<file path="config.mk">
export PLATFORM = sky130hd
export DESIGN_NAME = dram_sr_vref_ctrl
export DESIGN_NICKNAME = d
export VERILOG_FILES = /design/src/dram_sr_pkg.sv /design/src/link_if.sv /design/src/link_sampler.sv /design/src/wait_timer.sv /design/src/dram_sr_vref_ctrl.sv
export VERILOG_INCLUDE_DIRS = /design/src
export SDC_FILE = /design/constraint.sdc
export NUM_CORES = 1
export LEC_CHECK = 0
export BUFFER_PORTS_ARGS = -buffer_cell sky130_fd_sc_hd__buf_2
export CORE_UTILIZATION = 40
export DETAILED_ROUTE_END_ITERATION = 10
export PLACE_DENSITY = 0.59
export SETUP_SLACK_MARGIN = 0.15
export SLEW_MARGIN = 15
export SYNTH_ARGS = -nofsm -noshare
export SYNTH_HDL_FRONTEND = slang
export SYNTH_HIERARCHICAL = 1
export SYNTH_SLANG_ARGS = --single-unit
</file>
<file path="constraint.sdc">
create_clock -name ref_clk -period 3.8 [get_ports ref_clk]
set_input_delay 0.38 -clock ref_clk [delete_from_list [all_inputs] [get_ports ref_clk]]
set_output_delay 0.38 -clock ref_clk [all_outputs]
set_load 0.01 [all_outputs]
</file>
<file path="src/dram_sr_defs.svh">
// Offsets, field positions, command codes and timing counts for the
// self refresh / Vref command checker. Included by bare name.
`ifndef DRAM_SR_DEFS_SVH
`define DRAM_SR_DEFS_SVH

`define REF_CLK_MHZ      40
`define CYC_UP(ns)       ((((ns) * `REF_CLK_MHZ) + 999) / 1000)

// Times in ns
`define MIN_SR_RES_NS    15
`define SR_EXIT_REC_NS   190
`define HC_ON_WAIT_NS    200
`define HC_OFF_WAIT_NS   100
`define VREF_SHORT_NS    80
`define VREF_MIDDLE_NS   175

// Derived ref_clk counts, least times rounded up
`define MIN_SR_RES_CYC   `CYC_UP(`MIN_SR_RES_NS)
`define SR_EXIT_REC_CYC  `CYC_UP(`SR_EXIT_REC_NS)
`define HC_ON_WAIT_CYC   `CYC_UP(`HC_ON_WAIT_NS)
`define HC_OFF_WAIT_CYC  `CYC_UP(`HC_OFF_WAIT_NS)
`define VREF_SHORT_CYC   `CYC_UP(`VREF_SHORT_NS)
`define VREF_MIDDLE_CYC  `CYC_UP(`VREF_MIDDLE_NS)

// Burst and refresh figures
`define MRR_BL           16
`define PB_REF_COUNT     8

// Mode register addresses and fields
`define MR_CA_VREF       6'h0c
`define MR_MODE13        6'h0d
`define MR_BANK_MASK     6'h10
`define MR_SEG_MASK      6'h11
`define MODE_CONTROL_REGISTER_THIRTEEN_HC_BIT      3
`define CA_REFERENCE_VOLTAGE_SETTING_CODE_MSB    5
`define CA_REFERENCE_VOLTAGE_SETTING_RANGE_BIT   6
`define CA_REFERENCE_VOLTAGE_SETTING_RESET       8'h4d
`define MODE_CONTROL_REGISTER_THIRTEEN_RESET       8'h00

// First-edge command codes on ca[4:0]
`define CA_MRW1          5'h06
`define CA_MRW2          5'h12
`define CA_MRR1          5'h0e
`define CA_CAS2          5'h0a
`define CA_MPC           5'h01
`define CA_SRE           5'h18
`define CA_SRX           5'h14
`define CA_REFAB         5'h08
`define CA_REFPB         5'h09
`define CA_WR1           5'h04

`endif

</file>
<file path="src/dram_sr_pkg.sv">
// Types shared by the command checker modules.
// Assumes dram_sr_defs.svh supplies all numeric constants.
package dram_sr_pkg;

  typedef enum logic [3:0] {
    C_MRW1, C_MRW2, C_MRR1, C_CAS2, C_MPC, C_SRE, C_SRX,
    C_REFAB, C_REFPB, C_WR1, C_OTHER
  } cmd_e;

  typedef enum logic [1:0] {V_SHORT, V_MIDDLE, V_LONG} vref_class_e;

  typedef enum logic {D_IDLE, D_ARG} dec_state_e;

  typedef struct packed {
    dec_state_e  dec;
    cmd_e        cmd;
    logic        op_hi;
    logic        op7;
    logic [5:0]  mr_addr;
    logic        in_sr;
    logic        in_pd;
    logic        owed;
    logic [3:0]  pb_cnt;
    logic [7:0]  ca_reference_voltage_setting;
    logic [7:0]  mode_control_register_thirteen;
    logic [4:0]  beats;
    logic [7:0]  mrr_word;
    logic        mrr_valid;
    logic        viol;
    logic        post_ref;
    vref_class_e vcls;
  } ctrl_s;

endpackage

</file>
<file path="src/link_if.sv">
// Sampled link signals passed from the pin sampler to the checker.
// Assumes both ends run on ref_clk.
`timescale 1ns/1ps
`default_nettype none
interface link_if;
  logic       ck_rise;
  logic       cke;
  logic       cs;
  logic [5:0] ca;
  modport src (output ck_rise, cke, cs, ca);
  modport dst (input ck_rise, cke, cs, ca);
endinterface
`default_nettype wire

</file>
<file path="src/link_sampler.sv">
// Pin synchroniser and link clock edge finder.
// Assumes ck is much slower than ref_clk and free of glitches.
`timescale 1ns/1ps
`default_nettype none
module link_sampler
(
  // Clock and reset
  input  wire logic       ref_clk,
  input  wire logic       srst,
  // Pins
  input  wire logic       ck,
  input  wire logic       cke,
  input  wire logic       cs,
  input  wire logic [5:0] ca,
  // Sampled link
  link_if.src             lk
);
  typedef struct packed {
    logic [8:0] s1;
    logic [8:0] s2;
    logic       ck3;
  } samp_s;

  samp_s s_q;
  samp_s s_d;

  always_comb
  begin
    s_d     = s_q;
    s_d.s1  = {ck, cke, cs, ca};
    s_d.s2  = s_q.s1;
    // Edge detector reads the second stage and this third stage
    s_d.ck3 = s_q.s2[8];
  end

  always_ff @(posedge ref_clk)
  begin
    if (srst)
      s_q <= '0;
    else
      s_q <= s_d;
  end

  assign lk.ck_rise = s_q.s2[8] & ~s_q.ck3;
  assign lk.cke     = s_q.s2[7];
  assign lk.cs      = s_q.s2[6];
  assign lk.ca      = s_q.s2[5:0];
endmodule
`default_nettype wire

</file>
<file path="src/wait_timer.sv">
// Loadable down counter; busy while the count is non-zero.
// Assumes tick is a one-cycle enable or tied high.
`timescale 1ns/1ps
`default_nettype none
module wait_timer #(
  parameter int W = 12
)
(
  // Clock and reset
  input  wire logic         ref_clk,
  input  wire logic         srst,
  // Control
  input  wire logic         start,
  input  wire logic [W-1:0] load,
  input  wire logic         tick,
  // Status
  output logic              busy
);
  typedef struct packed {
    logic [W-1:0] cnt;
  } tmr_s;

  tmr_s t_q;
  tmr_s t_d;

  always_comb
  begin
    t_d = t_q;
    if (start)
      t_d.cnt = load;
    else if (tick && t_q.cnt != '0)
      t_d.cnt = t_q.cnt - 1'b1;
  end

  always_ff @(posedge ref_clk)
  begin
    if (srst)
      t_q <= '0;
    else
      t_q <= t_d;
  end

  assign busy = (t_q.cnt != '0);
endmodule
`default_nettype wire

</file>
<file path="src/dram_sr_vref_ctrl.sv">
// Device-side command checker: self refresh, MRR, high-current Vref
// generator and CA Vref mode register.
// Assumes ck, cke, cs, ca arrive asynchronously from the controller.
//
// Operation
// RULE1 - Controller holds self refresh for minimum residency before exit.
// RULE2 - Until exit recovery ends only MRR, CAS-2, DES, MPC, MRW allowed.
// RULE3 - One refresh (8 per-bank or all-bank) owed before next entry.
// RULE4 - Owed refresh excluded from interval accounting, counted in window.
// RULE5 - In self refresh only MRR, CAS-2, exit, MPC, MRW are accepted.
// RULE6 - Power down may be entered and left inside self refresh.
// RULE7 - Mode register read returns data with burst length 16 only.
// RULE8 - Only deselect during the mode register read period.
// RULE9 - Write to MRR spacing is WL plus BL/2 plus 1 plus WTR.
// RULE10 - Write-to-read delay starts after last write data strobe edge.
// RULE11 - MODE_CONTROL_REGISTER_THIRTEEN bit 3 set enables high current, then deselect-only wait.
// RULE12 - MODE_CONTROL_REGISTER_THIRTEEN bit 3 clear disables high current, then deselect-only wait.
// RULE13 - Vref range and value changes accepted with high current off.
// RULE14 - CA_REFERENCE_VOLTAGE_SETTING holds CA Vref code in bits 5:0, range in bit 6.
// RULE15 - Vref writes spaced by short time, or middle for larger changes.
// RULE16 - Vref change classed short, middle within range, long across.
// RULE17 - Vref step time counts from the edge registering the write.
// RULE18 - Owed-refresh flag set at exit blocks the next entry.
`include "dram_sr_defs.svh"
`timescale 1ns/1ps
`default_nettype none
module dram_sr_vref_ctrl #(
  parameter int WL_NCK  = 6,
  parameter int WTR_NCK = 4,
  parameter int MRR_NCK = 8
)
(
  // Clock and reset
  input  wire logic       ref_clk,
  input  wire logic       srst,
  // Link pins
  input  wire logic       ck,
  input  wire logic       cke,
  input  wire logic       cs,
  input  wire logic [5:0] ca,
  // Mode register read data
  output logic [7:0]      mrr_data,
  output logic            mrr_data_valid,
  // Vref and generator state
  output logic [5:0]      ca_vref_code,
  output logic            ca_vref_range,
  output logic            hc_mode,
  output logic            vref_settling,
  output logic [1:0]      vref_class,
  // Power state and command violation
  output logic            sr_active,
  output logic            pd_active,
  output logic            refresh_owed,
  output logic            post_exit_ref,
  output logic            cmd_violation
);
  localparam int NT = 6;
  localparam int TW = 12;
  localparam int WTR_TOTAL = WL_NCK + `MRR_BL / 2 + 1 + WTR_NCK;

  link_if lk ();

  link_sampler u_samp
  (
    .ref_clk (ref_clk),
    .srst    (srst),
    .ck      (ck),
    .cke     (cke),
    .cs      (cs),
    .ca      (ca),
    .lk      (lk)
  );

  dram_sr_pkg::ctrl_s s;
  dram_sr_pkg::ctrl_s n;

  // Timers: 0 residency, 1 exit recovery, 2 generator wait,
  // 3 Vref spacing, 4 MRR period, 5 write-to-MRR
  logic [TW-1:0] t_load [NT];
  logic [NT-1:0] t_start;
  logic [NT-1:0] t_tick;
  logic [NT-1:0] t_busy;

  genvar gi;
  generate
    for (gi = 0; gi < NT; gi++)
    begin : g_tmr
      wait_timer #(.W(TW)) u_tmr
      (
        .ref_clk (ref_clk),
        .srst    (srst),
        .start   (t_start[gi]),
        .load    (t_load[gi]),
        .tick    (t_tick[gi]),
        .busy    (t_busy[gi])
      );
    end
  endgenerate

  // ns timers run on every ref_clk, nCK timers on link edges
  assign t_tick = {lk.ck_rise, lk.ck_rise, 4'hf};

  function automatic dram_sr_pkg::cmd_e dec_cmd(input logic [4:0] code);
    case (code)
      `CA_MRW1:  dec_cmd = dram_sr_pkg::C_MRW1;
      `CA_MRW2:  dec_cmd = dram_sr_pkg::C_MRW2;
      `CA_MRR1:  dec_cmd = dram_sr_pkg::C_MRR1;
      `CA_CAS2:  dec_cmd = dram_sr_pkg::C_CAS2;
      `CA_MPC:   dec_cmd = dram_sr_pkg::C_MPC;
      `CA_SRE:   dec_cmd = dram_sr_pkg::C_SRE;
      `CA_SRX:   dec_cmd = dram_sr_pkg::C_SRX;
      `CA_REFAB: dec_cmd = dram_sr_pkg::C_REFAB;
      `CA_REFPB: dec_cmd = dram_sr_pkg::C_REFPB;
      `CA_WR1:   dec_cmd = dram_sr_pkg::C_WR1;
      default:   dec_cmd = dram_sr_pkg::C_OTHER;
    endcase
  endfunction

  // Command set usable inside self refresh and exit recovery
  function automatic logic sr_ok(input dram_sr_pkg::cmd_e c,
                                 input logic with_exit);
    sr_ok = c == dram_sr_pkg::C_MRR1 || c == dram_sr_pkg::C_CAS2 ||
            c == dram_sr_pkg::C_MPC || c == dram_sr_pkg::C_MRW1 ||
            c == dram_sr_pkg::C_MRW2 ||
            (with_exit && c == dram_sr_pkg::C_SRX);
  endfunction

  dram_sr_pkg::cmd_e          c;
  dram_sr_pkg::vref_class_e   cls;
  logic                       first_edge;
  logic                       arg_edge;
  logic [7:0]                 op;
  logic [5:0]                 vdiff;
  logic                       mask_mr;

  assign c          = dec_cmd(lk.ca[4:0]);
  assign first_edge = lk.ck_rise && lk.cke && lk.cs &&
                      s.dec == dram_sr_pkg::D_IDLE;
  assign arg_edge   = lk.ck_rise && s.dec == dram_sr_pkg::D_ARG;
  assign op         = {s.op7, s.op_hi, lk.ca};
  assign mask_mr    = s.mr_addr == `MR_BANK_MASK ||
                      s.mr_addr == `MR_SEG_MASK;
  assign vdiff      = op[5:0] > s.ca_reference_voltage_setting[5:0] ? op[5:0] - s.ca_reference_voltage_setting[5:0]
                                            : s.ca_reference_voltage_setting[5:0] - op[5:0];

  // Range change is a long move; one code is short
  always_comb
  begin
    if (op[`CA_REFERENCE_VOLTAGE_SETTING_RANGE_BIT] != s.ca_reference_voltage_setting[`CA_REFERENCE_VOLTAGE_SETTING_RANGE_BIT])
      cls = dram_sr_pkg::V_LONG; // RULE16
    else if (vdiff <= 6'h01)
      cls = dram_sr_pkg::V_SHORT; // RULE16
    else
      cls = dram_sr_pkg::V_MIDDLE; // RULE16
  end

  assign t_load[0] = TW'(`MIN_SR_RES_CYC);
  assign t_load[1] = TW'(`SR_EXIT_REC_CYC);
  assign t_load[2] = op[`MODE_CONTROL_REGISTER_THIRTEEN_HC_BIT] ? TW'(`HC_ON_WAIT_CYC)
                                      : TW'(`HC_OFF_WAIT_CYC);
  // Short spacing for one step, middle for anything larger
  assign t_load[3] = cls == dram_sr_pkg::V_SHORT ? TW'(`VREF_SHORT_CYC)
                                                 : TW'(`VREF_MIDDLE_CYC);
  assign t_load[4] = TW'(MRR_NCK);
  // Loaded at edge B and tested before the decrement, hence two less
  assign t_load[5] = TW'(WTR_TOTAL - 2); // RULE9 RULE10

  always_comb
  begin
    n          = s;
    n.viol     = 1'b0;
    n.post_ref = 1'b0;
    t_start    = '0;
    if (lk.ck_rise)
    begin
      n.in_pd = s.in_sr & ~lk.cke; // RULE6
      if (s.mrr_valid)
      begin
        n.beats     = s.beats - 5'h01;
        n.mrr_valid = s.beats != 5'h01; // RULE7
      end
    end
    if (first_edge)
    begin
      n.cmd   = c;
      n.op_hi = lk.ca[5];
      n.dec   = dram_sr_pkg::D_ARG;
      if (t_busy[4] || t_busy[2])
        n.viol = 1'b1; // RULE8 RULE11 RULE12
      if (s.in_sr && !sr_ok(c, 1'b1))
        n.viol = 1'b1; // RULE5
      if (t_busy[1] && !sr_ok(c, 1'b0))
        n.viol = 1'b1; // RULE2
      if (c == dram_sr_pkg::C_SRX && t_busy[0])
        n.viol = 1'b1; // RULE1
      if (c == dram_sr_pkg::C_SRE && s.owed)
        n.viol = 1'b1; // RULE3 RULE18
      if (c == dram_sr_pkg::C_MRR1 && t_busy[5])
        n.viol = 1'b1; // RULE9
    end
    else if (arg_edge)
    begin
      n.dec = dram_sr_pkg::D_IDLE;
      case (s.cmd)
        dram_sr_pkg::C_MRW1:
        begin
          n.mr_addr = lk.ca;
          n.op7     = s.op_hi;
        end
        dram_sr_pkg::C_MRW2:
        begin
          // Masking writes are refused while self refresh rules apply
          if ((s.in_sr || t_busy[1]) && mask_mr)
            n.viol = 1'b1; // RULE2 RULE5
          else if (s.mr_addr == `MR_CA_VREF)
          begin
            if (t_busy[3])
              n.viol = 1'b1; // RULE15
            n.ca_reference_voltage_setting     = op; // RULE13 RULE14
            n.vcls     = cls;
            t_start[3] = 1'b1; // RULE17
          end
          else if (s.mr_addr == `MR_MODE13)
          begin
            n.mode_control_register_thirteen     = op; // RULE11 RULE12
            t_start[2] = 1'b1;
          end
        end
        dram_sr_pkg::C_MRR1:
        begin
          t_start[4]  = 1'b1; // RULE8
          n.beats     = 5'(`MRR_BL); // RULE7
          n.mrr_valid = 1'b1;
          n.mrr_word  = lk.ca == `MR_CA_VREF ? s.ca_reference_voltage_setting :
                        lk.ca == `MR_MODE13  ? s.mode_control_register_thirteen : 8'h00;
        end
        dram_sr_pkg::C_SRE:
        begin
          n.in_sr    = 1'b1;
          t_start[0] = 1'b1; // RULE1
        end
        dram_sr_pkg::C_SRX:
        begin
          n.in_sr    = 1'b0;
          n.in_pd    = 1'b0;
          n.owed     = 1'b1; // RULE3 RULE18
          n.pb_cnt   = 4'h0;
          t_start[1] = 1'b1; // RULE2
        end
        dram_sr_pkg::C_REFAB:
        begin
          n.pb_cnt   = 4'h0;
          n.owed     = 1'b0; // RULE3
          n.post_ref = s.owed; // RULE4
        end
        dram_sr_pkg::C_REFPB:
        begin
          n.pb_cnt = s.pb_cnt + 4'h1;
          if (s.pb_cnt == 4'(`PB_REF_COUNT - 1))
          begin
            n.pb_cnt   = 4'h0;
            n.owed     = 1'b0; // RULE3
            n.post_ref = s.owed; // RULE4
          end
        end
        dram_sr_pkg::C_WR1:
          t_start[5] = 1'b1; // RULE10
        default:
          n.dec = dram_sr_pkg::D_IDLE;
      endcase
    end
  end

  always_ff @(posedge ref_clk)
  begin
    if (srst)
    begin
      s      <= '0;
      s.ca_reference_voltage_setting <= `CA_REFERENCE_VOLTAGE_SETTING_RESET;
      s.mode_control_register_thirteen <= `MODE_CONTROL_REGISTER_THIRTEEN_RESET;
    end
    else
      s <= n;
  end

  assign mrr_data       = s.mrr_word;
  assign mrr_data_valid = s.mrr_valid;
  assign ca_vref_code   = s.ca_reference_voltage_setting[`CA_REFERENCE_VOLTAGE_SETTING_CODE_MSB:0];
  assign ca_vref_range  = s.ca_reference_voltage_setting[`CA_REFERENCE_VOLTAGE_SETTING_RANGE_BIT];
  assign hc_mode        = s.mode_control_register_thirteen[`MODE_CONTROL_REGISTER_THIRTEEN_HC_BIT];
  assign vref_settling  = t_busy[3];
  assign vref_class     = s.vcls;
  assign sr_active      = s.in_sr;
  assign pd_active      = s.in_pd;
  assign refresh_owed   = s.owed;
  assign post_exit_ref  = s.post_ref;
  assign cmd_violation  = s.viol;
endmodule
`default_nettype wire

</file>
==> results of run 1 <==
## per-stage QoR
stage	util, %	area, um2
after floorplan	-	8550
after global placement	43.8	8830
after detailed placement	43.8	8830
after CTS	46.9	9460
after global routing	46.9	9460
final	46.9	9460
## worst max path at each step
| stage | endpoint |
|---|---|
| 2_1_floorplan | g_tmr[4].u_tmr/t_q[3] |
| 3_3_place_gp | g_tmr[3].u_tmr/t_q[1] |
| 3_5_place_dp | g_tmr[3].u_tmr/t_q[1] |
| 4_1_cts | g_tmr[3].u_tmr/t_q[1] |
| 5_1_grt | g_tmr[3].u_tmr/t_q[1] |
| 6_report | g_tmr[3].u_tmr/t_q[1] |
## state kept, by name, indices dropped and copies added, names as in the netlist, 2 cells and up
| signal | cells |
|---|---|
| u_samp/lk.ca | 6 |
| s | 28 |
| mrr_data | 8 |
| g_tmr.u_tmr/t_q | 72 |
| u_samp/s_d | 10 |
| op | 2 |
| vref_class | 2 |
| ca_vref_code | 6 |
## routing by layer
| layer | vias up | global-route usage, % |
|---|---|---|
| li1 | 3680 | - |
| met1 | 3142 | 23.0 |
| met2 | 62 | 28.7 |
| met3 | 11 | 3.96 |
| met4 | 0 | 5.32 |
| met5 | - | 0 |
## placed cells by master, fill, tap and decap left out, types with 9 or more instances in the layout
master                      synthesis  final
sky130_fd_sc_hd__dfxtp_1          145    145
sky130_fd_sc_hd__nor2_1           113    113
sky130_fd_sc_hd__conb_1             2     96
sky130_fd_sc_hd__nand2_1           69     69
sky130_fd_sc_hd__a21oi_1           57     57
sky130_fd_sc_hd__inv_1             53     53
sky130_fd_sc_hd__a211oi_1          38     38
sky130_fd_sc_hd__o21ai_0           37     37
sky130_fd_sc_hd__buf_2             10     34
sky130_fd_sc_hd__nor3_1            31     31
sky130_fd_sc_hd__ha_1              26     26
sky130_fd_sc_hd__nor2b_1           24     24
sky130_fd_sc_hd__nand3_1           21     21
sky130_fd_sc_hd__xnor2_1           18     18
sky130_fd_sc_hd__nor4_1            18     18
sky130_fd_sc_hd__clkbuf_16          0     17
sky130_fd_sc_hd__and4_1            14     14
sky130_fd_sc_hd__a31oi_1           13     13
sky130_fd_sc_hd__mux2i_1           12     12
sky130_fd_sc_hd__buf_4             25     11
sky130_fd_sc_hd__xor2_1            10     10
sky130_fd_sc_hd__a22oi_1           10     10
sky130_fd_sc_hd__nand4_1           10     10
sky130_fd_sc_hd__or4_1             10     10
sky130_fd_sc_hd__a311oi_1          10     10
sky130_fd_sc_hd__a221oi_1          10     10
sky130_fd_sc_hd__nand3b_1           9      9
## critical path: stages (launching register included)
cell                        delay [ps]
sky130_fd_sc_hd__dfxtp_1           670
sky130_fd_sc_hd__ha_1              400
sky130_fd_sc_hd__and3_1            190
sky130_fd_sc_hd__and4_1            230
sky130_fd_sc_hd__a21oi_2           200
sky130_fd_sc_hd__and3_2            220
sky130_fd_sc_hd__o22ai_1            80
sky130_fd_sc_hd__a2111oi_2         430
sky130_fd_sc_hd__nand2b_1          120
sky130_fd_sc_hd__nor2_1            100
sky130_fd_sc_hd__a211oi_1           60
## cell families (layout without fill, tap and decap cells)
logic type / after synthesis / in the layout
and+or+nand+nor: 391 / 391
xor gates and xnor gates: 28 / 28
AOI/OAI and AO/OA: 244 / 244
buffers and inverters: 121 / 138
muxes: 19 / 19
adders and majority gates: 28 / 28
DFF: 145 / 145
other: 2 / 96
## report_power, final
group          internal, uW  total [uW]  switching [uW]
logic                  1030        2350            1320
registers              1760        2020             257
clock network          1120        1800             676
## layout make-up
| cell class | instances | area share, % |
|---|---|---|
| tap | 270 | 3.57 |
| clock buffer | 20 | 4.72 |
| clock inverter | 12 | 1.93 |
| multi-input combinational | 806 | 53.8 |
| timing repair buffer | 46 | 2.88 |
| sequential | 145 | 30.7 |
| inverter | 60 | 2.38 |
==> run_summary.xml, run 1 <==
<?xml version="1.0" encoding="UTF-8"?>
<metrics>
  <group name="global_routing">
    <metric name="number_of_antenna_violations_at_the_first_check_in_global_routing" unit="">0</metric>
    <metric name="grt.total_usage" unit="%">17.6</metric>
    <metric name="first_global_vias" unit="">6417</metric>
    <metric name="grt_first_pass_wirelength" unit="um">30600</metric>
    <metric name="grt-ovfl-total" unit="">0</metric>
    <metric name="pin_count_of_the_biggest_net_entering_global_routing" unit="">68</metric>
  </group>
  <group name="placement">
    <metric name="place_ws" unit="ps">973</metric>
    <metric name="dp.final_hpwl" unit="um">12300</metric>
    <metric name="gpl.final_weighted_congestion" unit="">0.866</metric>
    <metric name="portBuffers" unit="">35</metric>
    <metric name="numPlacedInstances" unit="">1327</metric>
  </group>
  <group name="clock_tree">
    <metric name="cts.repair.resized" unit="">0</metric>
    <metric name="clock_tree_buf_depth" unit="">2</metric>
    <metric name="numCtsBuffers" unit="">17</metric>
    <metric name="clkSinkCount" unit="">145</metric>
    <metric name="clock_tree_from_tritoncts" unit="">done</metric>
    <metric name="root_buffer" unit="">sky130_fd_sc_hd__clkbuf_16</metric>
    <metric name="clkTransAtPathRegs" unit="ps">70</metric>
    <metric name="ctsHoldBuffers" unit="">0</metric>
    <metric name="h_tree_levels" unit="">4</metric>
    <metric name="clk_lat_worst_skew" unit="ps">420</metric>
    <metric name="post_cts.repair.setup_buffers" unit="">0</metric>
  </group>
  <group name="floorplanning">
    <metric name="floorplan.initialDensity" unit="%">40.7</metric>
    <metric name="core-area" unit="mm2">0.0202</metric>
    <metric name="i_o_pin_cnt" unit="">36</metric>
    <metric name="die_y" unit="um">145</metric>
    <metric name="die_w" unit="um">145</metric>
    <metric name="dieArea" unit="mm2">0.0211</metric>
    <metric name="placement_rows" unit="">52</metric>
  </group>
  <group name="route">
    <metric name="via_count" unit="">6895</metric>
    <metric name="top_signal_layer_used" unit="">met4</metric>
    <metric name="dr.pass1.iters" unit="">5</metric>
    <metric name="met3_wirelength" unit="um">523</metric>
    <metric name="wire_length_on_met1" unit="um">8950</metric>
    <metric name="route.final.wire_length" unit="um">17900</metric>
    <metric name="detailedRoute.firstIterationViolations" unit="">264</metric>
    <metric name="detail-route-antenna-nets" unit="">0</metric>
    <metric name="post_drt_via_cell_ratio" unit="">5.07</metric>
    <metric name="wl_met2" unit="um">8210</metric>
    <metric name="wl_per_cell" unit="um">13.1</metric>
    <metric name="drt_drc_violations_left" unit="">0</metric>
  </group>
  <group name="worst_setup_path">
    <metric name="depth_of_the_most_critical_reg_to_reg_path" unit="">10</metric>
    <metric name="r2r_start" unit="">u_samp/lk.ca[3]</metric>
    <metric name="cp_data_required_time" unit="ps">4100</metric>
    <metric name="worst-setup-path-type" unit="">flop to flop</metric>
    <metric name="critical_path.max_fanout" unit="">16</metric>
    <metric name="critical_path_arrival" unit="ps">3110</metric>
    <metric name="worst_r2r_dst" unit="">g_tmr[3].u_tmr/t_q[1]</metric>
    <metric name="cp-startpoint" unit="">u_samp/lk.ca[3]</metric>
    <metric name="endpoint_kind" unit="">flop</metric>
    <metric name="critical_path_start_type" unit="">flop</metric>
    <metric name="worst-r2r-setup-slack" unit="ps">990</metric>
  </group>
  <group name="finish">
    <metric name="flow.area_growth_from_synthesis" unit="%">15.3</metric>
    <metric name="filler_instances" unit="">2006</metric>
    <metric name="post_layout_nonfiller_instances" unit="">1359</metric>
    <metric name="layout.nets" unit="">1115</metric>
    <metric name="n_antenna_cell" unit="">0</metric>
    <metric name="drive_gt1_share" unit="%">11.9</metric>
    <metric name="ff_latch_area" unit="mm2">0.00290</metric>
    <metric name="multiInputGateArea" unit="mm2">0.00509</metric>
  </group>
  <group name="synthesis">
    <metric name="ys_warn_count" unit="">6</metric>
    <metric name="syn_avg_cell_area" unit="um2">8.38</metric>
    <metric name="synth-xor-area-share" unit="%">2.99</metric>
    <metric name="synth.area.mux_share" unit="%">2.43</metric>
    <metric name="ys_ff_latch" unit="">145</metric>
    <metric name="number_of_synthesized_flops_with_an_enable_pin" unit="">0</metric>
    <metric name="most_common_library_cells_after_synthesis" unit="">sky130_fd_sc_hd__dfxtp_1 (145), sky130_fd_sc_hd__nor2_1 (113), sky130_fd_sc_hd__nand2_1 (69)</metric>
    <metric name="synth.largest_area_cell" unit="">sky130_fd_sc_hd__dfxtp_1</metric>
    <metric name="synth.most_common_cell" unit="">sky130_fd_sc_hd__dfxtp_1</metric>
    <metric name="synth_ff_type" unit="">sky130_fd_sc_hd__dfxtp_1</metric>
    <metric name="synthSimpleGateAreaFrac" unit="%">26.5</metric>
    <metric name="netlist_top_cells_area" unit="">sky130_fd_sc_hd__dfxtp_1 (35%), sky130_fd_sc_hd__nor2_1 (5.2%), sky130_fd_sc_hd__ha_1 (4.0%)</metric>
    <metric name="synth_compound_area_share" unit="%">21.3</metric>
    <metric name="asyncSetResetFlopFracSynth" unit="%">0</metric>
    <metric name="synth_sequential_area_ratio" unit="%">35.4</metric>
    <metric name="netlist_cell_types" unit="">75</metric>
    <metric name="netlist_area" unit="mm2">0.00820</metric>
    <metric name="post_syn_instances" unit="">978</metric>
    <metric name="synth_adder_area_share" unit="%">4.46</metric>
    <metric name="synth_top_cell_area_share" unit="%">35.4</metric>
    <metric name="synth_top_family_by_area" unit="">simple AND/OR/NAND/NOR gates</metric>
  </group>
  <group name="hold_path">
    <metric name="min_delay_worst_endpoint" unit="">u_samp/s_d[9]</metric>
    <metric name="hold_class" unit="">input pin to flop</metric>
    <metric name="worst_hold_startpoint" unit="">ck</metric>
    <metric name="hold-path-cell-count" unit="">2</metric>
  </group>
  <group name="power">
    <metric name="power_per_cell_area" unit="mW/mm2">652</metric>
    <metric name="total_power" unit="uW">6160</metric>
    <metric name="ir_worst_vdd" unit="V">0.000346</metric>
    <metric name="leakage" unit="uW">0.00362</metric>
  </group>
  <group name="timing">
    <metric name="fin_ws" unit="ps">989</metric>
    <metric name="finalCritPeriodShare" unit="%">74.0</metric>
    <metric name="worstMarginPinSlew" unit="ps">915</metric>
    <metric name="post_route_minimum_period" unit="ps">2810</metric>
    <metric name="clock_skew" unit="ps">8.70</metric>
    <metric name="rsz0062_at_grt" unit="">false</metric>
    <metric name="timing.setup.tns" unit="ps">0</metric>
    <metric name="slew_headroom" unit="%">38.5</metric>
    <metric name="timing.final.hold_violations" unit="">0</metric>
    <metric name="timing_max_transition_violations_final" unit="">0</metric>
    <metric name="finalSetupViolCount" unit="">0</metric>
    <metric name="holdWs" unit="ps">158</metric>
    <metric name="max_freq" unit="GHz">0.356</metric>
  </group>
  <group name="outcome">
    <metric name="result_of_the_run" unit="">completed</metric>
  </group>
  <group name="run">
    <metric name="maxCapViolCount" unit="">0</metric>
  </group>
</metrics>
Note: power is estimated with default switching activity, not from simulation.
==> run 2, diff against run 1 <==
--- a/config.mk
+++ b/config.mk
@@ -6,10 +6,11 @@
 export SDC_FILE = /design/constraint.sdc
 export NUM_CORES = 1
 export LEC_CHECK = 0
+export ABC_AREA = 1
 export BUFFER_PORTS_ARGS = -buffer_cell sky130_fd_sc_hd__buf_2
 export CORE_UTILIZATION = 40
 export DETAILED_ROUTE_END_ITERATION = 10
-export PLACE_DENSITY = 0.59
+export PLACE_DENSITY = 0.61
 export SETUP_SLACK_MARGIN = 0.15
 export SLEW_MARGIN = 15
 export SYNTH_ARGS = -nofsm -noshare
==> constraint.sdc (replaced) <==
create_clock -name ref_clk -period 2.4 [get_ports ref_clk]
set_input_delay 0.24 -clock ref_clk [delete_from_list [all_inputs] [get_ports ref_clk]]
set_output_delay 0.24 -clock ref_clk [all_outputs]
set_load 0.01 [all_outputs]
==> run_summary.xml, run 2 <==
<?xml version="1.0" encoding="UTF-8"?>
<metrics>
  <group name="timing">
    <metric name="timing.setup.tns" unit="ps">0</metric>
    <metric name="max_freq" unit="GHz">0.440</metric>
    <metric name="finalCritPeriodShare" unit="%">94.8</metric>
    <metric name="worstMarginPinSlew" unit="ps">992</metric>
    <metric name="post_route_minimum_period" unit="ps">2270</metric>
    <metric name="slew_headroom" unit="%">33.5</metric>
    <metric name="fin_ws" unit="ps">125</metric>
    <metric name="rsz0062_at_grt" unit="">true</metric>
    <metric name="clock_skew" unit="ps">6.08</metric>
    <metric name="timing_max_transition_violations_final" unit="">0</metric>
    <metric name="timing.final.hold_violations" unit="">0</metric>
    <metric name="finalSetupViolCount" unit="">0</metric>
  </group>
  <group name="power">
    <metric name="power_per_cell_area" unit="mW/mm2">1080</metric>
    <metric name="power_report.internal_total" unit="uW">6390</metric>
    <metric name="pwr-share-comb" unit="%">47.2</metric>
    <metric name="p_sw_share" unit="%">42.9</metric>
    <metric name="net_sw_power" unit="uW">4800</metric>
    <metric name="leakage" unit="uW">0.00488</metric>
    <metric name="clock_group_share_of_total_power" unit="%">23.4</metric>
    <metric name="ir_worst_vdd" unit="V">0.000523</metric>
    <metric name="seqPwrFrac" unit="%">29.4</metric>
  </group>
  <group name="hold_path">
    <metric name="hold_class" unit="">input pin to flop</metric>
    <metric name="hold-path-cell-count" unit="">3</metric>
    <metric name="worst_hold_startpoint" unit="">cs</metric>
  </group>
  <group name="worst_setup_path">
    <metric name="timing.critical_path.depth" unit="">18</metric>
    <metric name="critical_path_arrival" unit="ps">2570</metric>
    <metric name="worst_path_dominant_cell_family" unit="">simple AND/OR/NAND/NOR gates</metric>
    <metric name="critical_path.max_fanout" unit="">7</metric>
    <metric name="critical_path_buf_inv_count" unit="">3</metric>
    <metric name="cp_data_required_time" unit="ps">2700</metric>
    <metric name="critical_path_start_type" unit="">flop</metric>
    <metric name="endpoint_kind" unit="">flop</metric>
    <metric name="r2r_start" unit="">u_samp/lk.ca[0]</metric>
    <metric name="cpMostUsedCell" unit="">sky130_fd_sc_hd__nand2_1</metric>
    <metric name="worst-setup-path-type" unit="">flop to flop</metric>
    <metric name="worstPathCellList" unit="">inv_4, ha_4, fa_2, inv_2, nand3_2, nand3_2, nand2_4, inv_4, nand2_2, nand2_1, nand3_1, nor2_1, nand2_1, or2_1, nand2_1, o21ai_1, nand2_1, a21oi_2</metric>
    <metric name="critPathSlowestCell" unit="">sky130_fd_sc_hd__dfxtp_4</metric>
    <metric name="depth_of_the_most_critical_reg_to_reg_path" unit="">18</metric>
    <metric name="cp-startpoint" unit="">u_samp/lk.ca[0]</metric>
    <metric name="cpPeakStageDelay" unit="ps">390</metric>
  </group>
  <group name="placement">
    <metric name="dp.final_hpwl" unit="um">15200</metric>
    <metric name="portBuffers" unit="">35</metric>
    <metric name="gpl.final_weighted_congestion" unit="">0.861</metric>
    <metric name="place_area" unit="mm2">0.00968</metric>
    <metric name="numPlacedInstances" unit="">1708</metric>
    <metric name="place_ws" unit="ps">1.25</metric>
  </group>
  <group name="floorplanning">
    <metric name="i_o_pin_cnt" unit="">36</metric>
    <metric name="floorplan.initialDensity" unit="%">40.6</metric>
    <metric name="dieArea" unit="mm2">0.0235</metric>
    <metric name="die_w" unit="um">153</metric>
    <metric name="core-area" unit="mm2">0.0226</metric>
    <metric name="placement_rows" unit="">55</metric>
    <metric name="die_y" unit="um">153</metric>
  </group>
  <group name="synthesis">
    <metric name="most_common_library_cells_after_synthesis" unit="">sky130_fd_sc_hd__nand2_1 (271), sky130_fd_sc_hd__nor2_1 (167), sky130_fd_sc_hd__inv_1 (146)</metric>
    <metric name="synth.most_common_cell" unit="">sky130_fd_sc_hd__nand2_1</metric>
    <metric name="ys_warn_count" unit="">6</metric>
    <metric name="synth.largest_area_cell" unit="">sky130_fd_sc_hd__dfxtp_1</metric>
    <metric name="syn_avg_cell_area" unit="um2">6.80</metric>
    <metric name="synth_top_cell_area_share" unit="%">31.7</metric>
    <metric name="ys_ff_latch" unit="">145</metric>
    <metric name="number_of_synthesized_flops_with_an_enable_pin" unit="">0</metric>
    <metric name="asyncSetResetFlopFracSynth" unit="%">0</metric>
    <metric name="netlist_top_cells_area" unit="">sky130_fd_sc_hd__dfxtp_1 (32%), sky130_fd_sc_hd__nand2_1 (11%), sky130_fd_sc_hd__nor2_1 (6.8%)</metric>
    <metric name="netlist_cell_types" unit="">49</metric>
    <metric name="synth_ff_type" unit="">sky130_fd_sc_hd__dfxtp_1</metric>
    <metric name="netlist_area" unit="mm2">0.00916</metric>
    <metric name="synth_sequential_area_ratio" unit="%">31.7</metric>
    <metric name="post_syn_instances" unit="">1347</metric>
  </group>
  <group name="route">
    <metric name="via_count" unit="">8381</metric>
    <metric name="detail-route-antenna-nets" unit="">0</metric>
    <metric name="route.final.wire_length" unit="um">21400</metric>
    <metric name="dr.pass1.iters" unit="">5</metric>
    <metric name="detailedRoute.firstIterationViolations" unit="">412</metric>
    <metric name="wl_per_cell" unit="um">12.2</metric>
    <metric name="drt_drc_violations_left" unit="">0</metric>
    <metric name="post_drt_via_cell_ratio" unit="">4.79</metric>
  </group>
  <group name="clock_tree">
    <metric name="clkSinkCount" unit="">145</metric>
    <metric name="clkTransAtPathRegs" unit="ps">60</metric>
    <metric name="numCtsBuffers" unit="">17</metric>
    <metric name="root_buffer" unit="">sky130_fd_sc_hd__clkbuf_16</metric>
    <metric name="clock_tree_from_tritoncts" unit="">done</metric>
    <metric name="h_tree_levels" unit="">4</metric>
    <metric name="clk_lat_worst_skew" unit="ps">420</metric>
    <metric name="clock_tree_buf_depth" unit="">2</metric>
  </group>
  <group name="finish">
    <metric name="filler_instances" unit="">2382</metric>
    <metric name="layout.nets" unit="">1492</metric>
    <metric name="drive_gt1_share" unit="%">15.3</metric>
    <metric name="largest_register_ff_count" unit="">72</metric>
    <metric name="layout.cells.most_common" unit="">sky130_fd_sc_hd__nand2_1</metric>
    <metric name="n_antenna_cell" unit="">0</metric>
    <metric name="final_instance_area" unit="mm2">0.0104</metric>
    <metric name="final_cell_mix" unit="">sky130_fd_sc_hd__nand2_1 (265), sky130_fd_sc_hd__nor2_1 (164), sky130_fd_sc_hd__inv_1 (143), sky130_fd_sc_hd__dfxtp_1 (143), sky130_fd_sc_hd__nand3_1 (122)</metric>
    <metric name="biggest_register" unit="">g_tmr.u_tmr/t_q</metric>
    <metric name="flow.area_growth_from_synthesis" unit="%">13.6</metric>
    <metric name="post_layout_nonfiller_instances" unit="">1749</metric>
  </group>
  <group name="outcome">
    <metric name="result_of_the_run" unit="">completed</metric>
  </group>
  <group name="run">
    <metric name="maxCapViolCount" unit="">0</metric>
  </group>
  <group name="global_routing">
    <metric name="grt-ovfl-total" unit="">0</metric>
    <metric name="number_of_antenna_violations_at_the_first_check_in_global_routing" unit="">0</metric>
    <metric name="grt_first_pass_wirelength" unit="um">36500</metric>
    <metric name="grt.total_usage" unit="%">18.9</metric>
    <metric name="first_global_vias" unit="">7732</metric>
    <metric name="pin_count_of_the_biggest_net_entering_global_routing" unit="">90</metric>
  </group>
</metrics>
[run 2: cell count changes in the layout (fill, tap and decap cells not counted), moves of 26 or more]
cell | before | now
sky130_fd_sc_hd__inv_1 | 53 | 143
sky130_fd_sc_hd__a21oi_1 | 57 | 113
sky130_fd_sc_hd__a211oi_1 | 38 | 3
sky130_fd_sc_hd__nand2_1 | 69 | 265
sky130_fd_sc_hd__nand3_1 | 21 | 122
sky130_fd_sc_hd__buf_4 | 11 | 37
sky130_fd_sc_hd__nor2_1 | 113 | 164
sky130_fd_sc_hd__o21ai_0 | 37 | 74
[run 2: worst reg2reg max path, cell delays in order (launching register included)]
cell                      delay (ps)
sky130_fd_sc_hd__dfxtp_4         390
sky130_fd_sc_hd__inv_4            50
sky130_fd_sc_hd__ha_4            160
sky130_fd_sc_hd__fa_2            360
sky130_fd_sc_hd__inv_2            70
sky130_fd_sc_hd__nand3_2          60
sky130_fd_sc_hd__nand3_2          90
sky130_fd_sc_hd__nand2_4          90
sky130_fd_sc_hd__inv_4            70
sky130_fd_sc_hd__nand2_2          40
sky130_fd_sc_hd__nand2_1          70
sky130_fd_sc_hd__nand3_1          70
sky130_fd_sc_hd__nor2_1          100
sky130_fd_sc_hd__nand2_1          60
sky130_fd_sc_hd__or2_1           220
sky130_fd_sc_hd__nand2_1          70
sky130_fd_sc_hd__o21ai_1          60
sky130_fd_sc_hd__nand2_1          80
sky130_fd_sc_hd__a21oi_2          50
[run 2: kinds of logic after synthesis]
| logic type | count (synthesis) | share of synthesized area, % |
|---|---|---|
| AOI/OAI and AO/OA | 233 | 14.2 |
| xor gates and xnor gates | 27 | 2.58 |
| adders and majority gates | 28 | 3.99 |
| buffers and inverters | 227 | 12.6 |
| DFF | 145 | 31.7 |
| other | 2 | 0.0820 |
| and+or+nand+nor | 685 | 34.8 |
[run 2: what timing repair did]
| item | CTS | global route |
|---|---|---|
| hold buffers | 1 | 0 |
| endpoints found under the setup margin | 2 | 10 |
| buffers inserted | 7 | 2 |
| pin swaps | 15 | 12 |
| gates resized for setup | 15 | 11 |
| endpoints found under the hold margin | 1 | 0 |
| gates cloned | 0 | 1 |
[run 2: power groups by stage]
stage	clock (uW)	combinational (uW)	sequential, uW
after floorplan	0	4450	3210
after CTS	2690	5300	3280
after detailed placement	0	5250	3330
final	2620	5290	3290
after global placement	0	5170	3330
after global routing	2780	6060	3360
[run 2: cell type report]
cell class / instances / area [um2] / area share [%]
repair buffers: 75 / 500 / 4.81
flip-flops and latches: 145 / 2910 / 28.0
clock buffers: 20 / 457 / 4.39
well taps: 285 / 357 / 3.43
repair inverters: 1 / 5.00 / 0.0481
multi-input cells: 1049 / 5440 / 52.3
inverters: 164 / 627 / 6.02
clock inverters: 10 / 113 / 1.08
[run 2: worst paths after layout]
check	endpoint	slack (ps)
max	g_tmr[3].u_tmr/t_q[0]	130
min	u_samp/s_d[7]	20
max reg2reg	g_tmr[3].u_tmr/t_q[0]	130
min reg2reg	u_samp/lk.ca[4]	400
[run 2: metrics by stage]
stage | hold WS, ps | utilization, % | power, uW
after floorplan | 309 | - | 7670
after global placement | 398 | 42.9 | 8500
after detailed placement | 397 | 42.9 | 8580
after CTS | 1.08 | 45.9 | 11300
after global routing | 18.2 | 46.1 | 12200
final | 18.2 | 46.1 | 11200
[run 2: per-layer routing]
metal	wire length (um)	GRT usage (%)	part of all wire (%)
met2	10000	32.4	47
met1	10400	24.1	49
met5	0	0	0
met4	245	5.52	1.1
met3	743	3.69	3.5
==> run 3, diff against run 2 <==
--- a/config.mk
+++ b/config.mk
@@ -11,6 +11,7 @@
 export CORE_UTILIZATION = 40
 export DETAILED_ROUTE_END_ITERATION = 10
 export PLACE_DENSITY = 0.61
+export REMOVE_ABC_BUFFERS = 1
 export SETUP_SLACK_MARGIN = 0.15
 export SLEW_MARGIN = 15
 export SYNTH_ARGS = -nofsm -noshare
==> run_summary.xml, run 3 (synthesis results as in run 2) <==
<?xml version="1.0" encoding="UTF-8"?>
<metrics>
  <group name="worst_setup_path">
    <metric name="critPathSlowestCell" unit="">sky130_fd_sc_hd__fa_2</metric>
    <metric name="cpPeakStageDelay" unit="ps">380</metric>
    <metric name="cpMostUsedCell" unit="">sky130_fd_sc_hd__nand2_1</metric>
    <metric name="worstPathCellList" unit="">inv_2, ha_4, fa_2, inv_2, nand3_2, nand3_2, nand2_4, nand2_1, a21o_1, nand2_1, nor2_1, nand2_1, or2_1, nand2_1, o21ai_1, nand2_1, a21oi_1</metric>
    <metric name="cp_data_required_time" unit="ps">2700</metric>
    <metric name="critical_path.max_fanout" unit="">7</metric>
    <metric name="worst-setup-path-type" unit="">flop to flop</metric>
    <metric name="critical_path_arrival" unit="ps">2560</metric>
    <metric name="critical_path_start_type" unit="">flop</metric>
    <metric name="endpoint_kind" unit="">flop</metric>
  </group>
  <group name="route">
    <metric name="via_count" unit="">8396</metric>
    <metric name="dr.pass1.iters" unit="">5</metric>
    <metric name="detail-route-antenna-nets" unit="">0</metric>
    <metric name="detailedRoute.firstIterationViolations" unit="">488</metric>
    <metric name="drt_drc_violations_left" unit="">0</metric>
    <metric name="wl_per_cell" unit="um">12.1</metric>
    <metric name="route.final.wire_length" unit="um">21200</metric>
    <metric name="post_drt_via_cell_ratio" unit="">4.80</metric>
  </group>
  <group name="global_routing">
    <metric name="grt-ovfl-total" unit="">0</metric>
    <metric name="grt.total_usage" unit="%">18.9</metric>
    <metric name="pin_count_of_the_biggest_net_entering_global_routing" unit="">51</metric>
    <metric name="gr-usage-met2" unit="%">31.5</metric>
    <metric name="global_route.peak_usage_layer" unit="">met2</metric>
    <metric name="groute.layer.met1.usage" unit="%">24.8</metric>
    <metric name="first_global_vias" unit="">7889</metric>
    <metric name="grt_first_pass_wirelength" unit="um">36800</metric>
    <metric name="gr-usage-met3" unit="%">3.66</metric>
    <metric name="number_of_antenna_violations_at_the_first_check_in_global_routing" unit="">0</metric>
  </group>
  <group name="timing">
    <metric name="clock_skew" unit="ps">14.3</metric>
    <metric name="finalCritPeriodShare" unit="%">94.3</metric>
    <metric name="worstMarginPinSlew" unit="ps">674</metric>
    <metric name="rsz0062_at_grt" unit="">true</metric>
    <metric name="holdWs" unit="ps">13.8</metric>
    <metric name="max_freq" unit="GHz">0.442</metric>
    <metric name="post_route_minimum_period" unit="ps">2260</metric>
    <metric name="finalSetupViolCount" unit="">0</metric>
    <metric name="timing_max_transition_violations_final" unit="">0</metric>
    <metric name="slew_headroom" unit="%">55.0</metric>
    <metric name="timing.setup.tns" unit="ps">0</metric>
    <metric name="timing.final.hold_violations" unit="">0</metric>
  </group>
  <group name="clock_tree">
    <metric name="ctsHoldBuffers" unit="">0</metric>
    <metric name="clock_tree_buf_depth" unit="">2</metric>
    <metric name="numCtsBuffers" unit="">17</metric>
    <metric name="h_tree_levels" unit="">4</metric>
    <metric name="clkTransAtPathRegs" unit="ps">70</metric>
    <metric name="clk_lat_worst_skew" unit="ps">430</metric>
    <metric name="clock_tree_from_tritoncts" unit="">done</metric>
    <metric name="root_buffer" unit="">sky130_fd_sc_hd__clkbuf_16</metric>
    <metric name="clkSinkCount" unit="">145</metric>
  </group>
  <group name="floorplanning">
    <metric name="placement_rows" unit="">55</metric>
    <metric name="core-area" unit="mm2">0.0226</metric>
    <metric name="i_o_pin_cnt" unit="">36</metric>
    <metric name="floorplan.initialDensity" unit="%">40.6</metric>
    <metric name="die_y" unit="um">153</metric>
    <metric name="die_w" unit="um">153</metric>
    <metric name="dieArea" unit="mm2">0.0235</metric>
  </group>
  <group name="placement">
    <metric name="dp.final_hpwl" unit="um">15100</metric>
    <metric name="gpl.final_weighted_congestion" unit="">0.891</metric>
    <metric name="portBuffers" unit="">35</metric>
  </group>
  <group name="power">
    <metric name="power_per_cell_area" unit="mW/mm2">1070</metric>
    <metric name="leakage" unit="uW">0.00486</metric>
    <metric name="ir_worst_vdd" unit="V">0.000513</metric>
    <metric name="total_power" unit="uW">11100</metric>
  </group>
  <group name="outcome">
    <metric name="result_of_the_run" unit="">completed</metric>
  </group>
  <group name="finish">
    <metric name="final_cell_mix" unit="">sky130_fd_sc_hd__nand2_1 (268), sky130_fd_sc_hd__nor2_1 (166), sky130_fd_sc_hd__inv_1 (144)</metric>
    <metric name="n_antenna_cell" unit="">0</metric>
    <metric name="drive_gt1_share" unit="%">15.0</metric>
    <metric name="largest_register_ff_count" unit="">72</metric>
    <metric name="flow.area_growth_from_synthesis" unit="%">13.0</metric>
    <metric name="layout.cells.most_common" unit="">sky130_fd_sc_hd__nand2_1</metric>
    <metric name="layout.nets" unit="">1490</metric>
    <metric name="biggest_register" unit="">g_tmr.u_tmr/t_q</metric>
  </group>
  <group name="run">
    <metric name="maxCapViolCount" unit="">0</metric>
  </group>
  <group name="hold_path">
    <metric name="hold_class" unit="">input pin to flop</metric>
  </group>
</metrics>
[run 3: cell types whose count changed in the layout (fill, tap and decap cells not counted), sizes merged]
| cell | delta |
|---|---|
| inv | +5 |
| bufinv | -1 |
| dlygate4sd3 | -1 |
| clkbuf | -2 |
| clkinvlp | -1 |
[run 3: where the power goes]
part           switching [uW]  total (uW)  leakage (uW)  internal, uW
combinational            3290        5310       0.00342          2020
sequential                464        3280       0.00118          2820
clock                    1100        2540      0.000267          1440
[run 3: what timing repair did]
action / in CTS / in global routing
gates resized for setup: 6 / 16
endpoints found under the setup margin: 2 / 21
hold endpoints to repair: 0 / 0
pin swaps: 3 / 5
setup buffers: 1 / 4
[run 3: metal layers]
layer | wire [um] | up-vias | share of wire [%]
met5 | 0 | - | 0
met4 | 247 | 0 | 1.2
met3 | 677 | 20 | 3.2
met2 | 9920 | 127 | 47
met1 | 10400 | 3772 | 49
li1 | - | 4477 | -
[run 3: metrics by stage]
step           util [%]  cell area, um2  std cells  setup WS [ps]
2_1_floorplan         -            8900       1358           -864
3_3_place_gp       43.0            9700       1712           7.03
3_5_place_dp       43.0            9700       1712          -57.0
4_1_cts            45.5           10300       1745           93.1
5_1_grt            45.9           10400       1749          -14.4
6_report           45.9           10400       1749            138
[run 3: final timing paths]
path / slack, ps / depth (start not counted) / end / start
max reg2reg: 140 / 17 / g_tmr[3].u_tmr/t_q[0] / u_samp/lk.ca[0]
min reg2reg: 400 / 2 / u_samp/lk.ca[0] / u_samp/s_d[1]
max: 140 / 17 / g_tmr[3].u_tmr/t_q[0] / u_samp/lk.ca[0]
min: 10 / 3 / u_samp/s_d[8] / cke
[run 3: final cells by class]
| cell class | instances | area [um2] |
|---|---|---|
| inverters | 164 | 618 |
| clock buffers | 18 | 429 |
| flip-flops and latches | 145 | 2910 |
| clock inverters | 14 | 129 |
| well taps | 285 | 357 |
| multi-input cells | 1049 | 5430 |
| fillers | 2331 | 12200 |
| repair buffers | 74 | 483 |
[run 3: critical path, delay by kind of cell (launching register included)]
kind,cells,cell delay (ps)
fa+ha+maj,2,540
simple gates,10,900
flops,1,370
buf+inv,2,120
compound gates,3,230
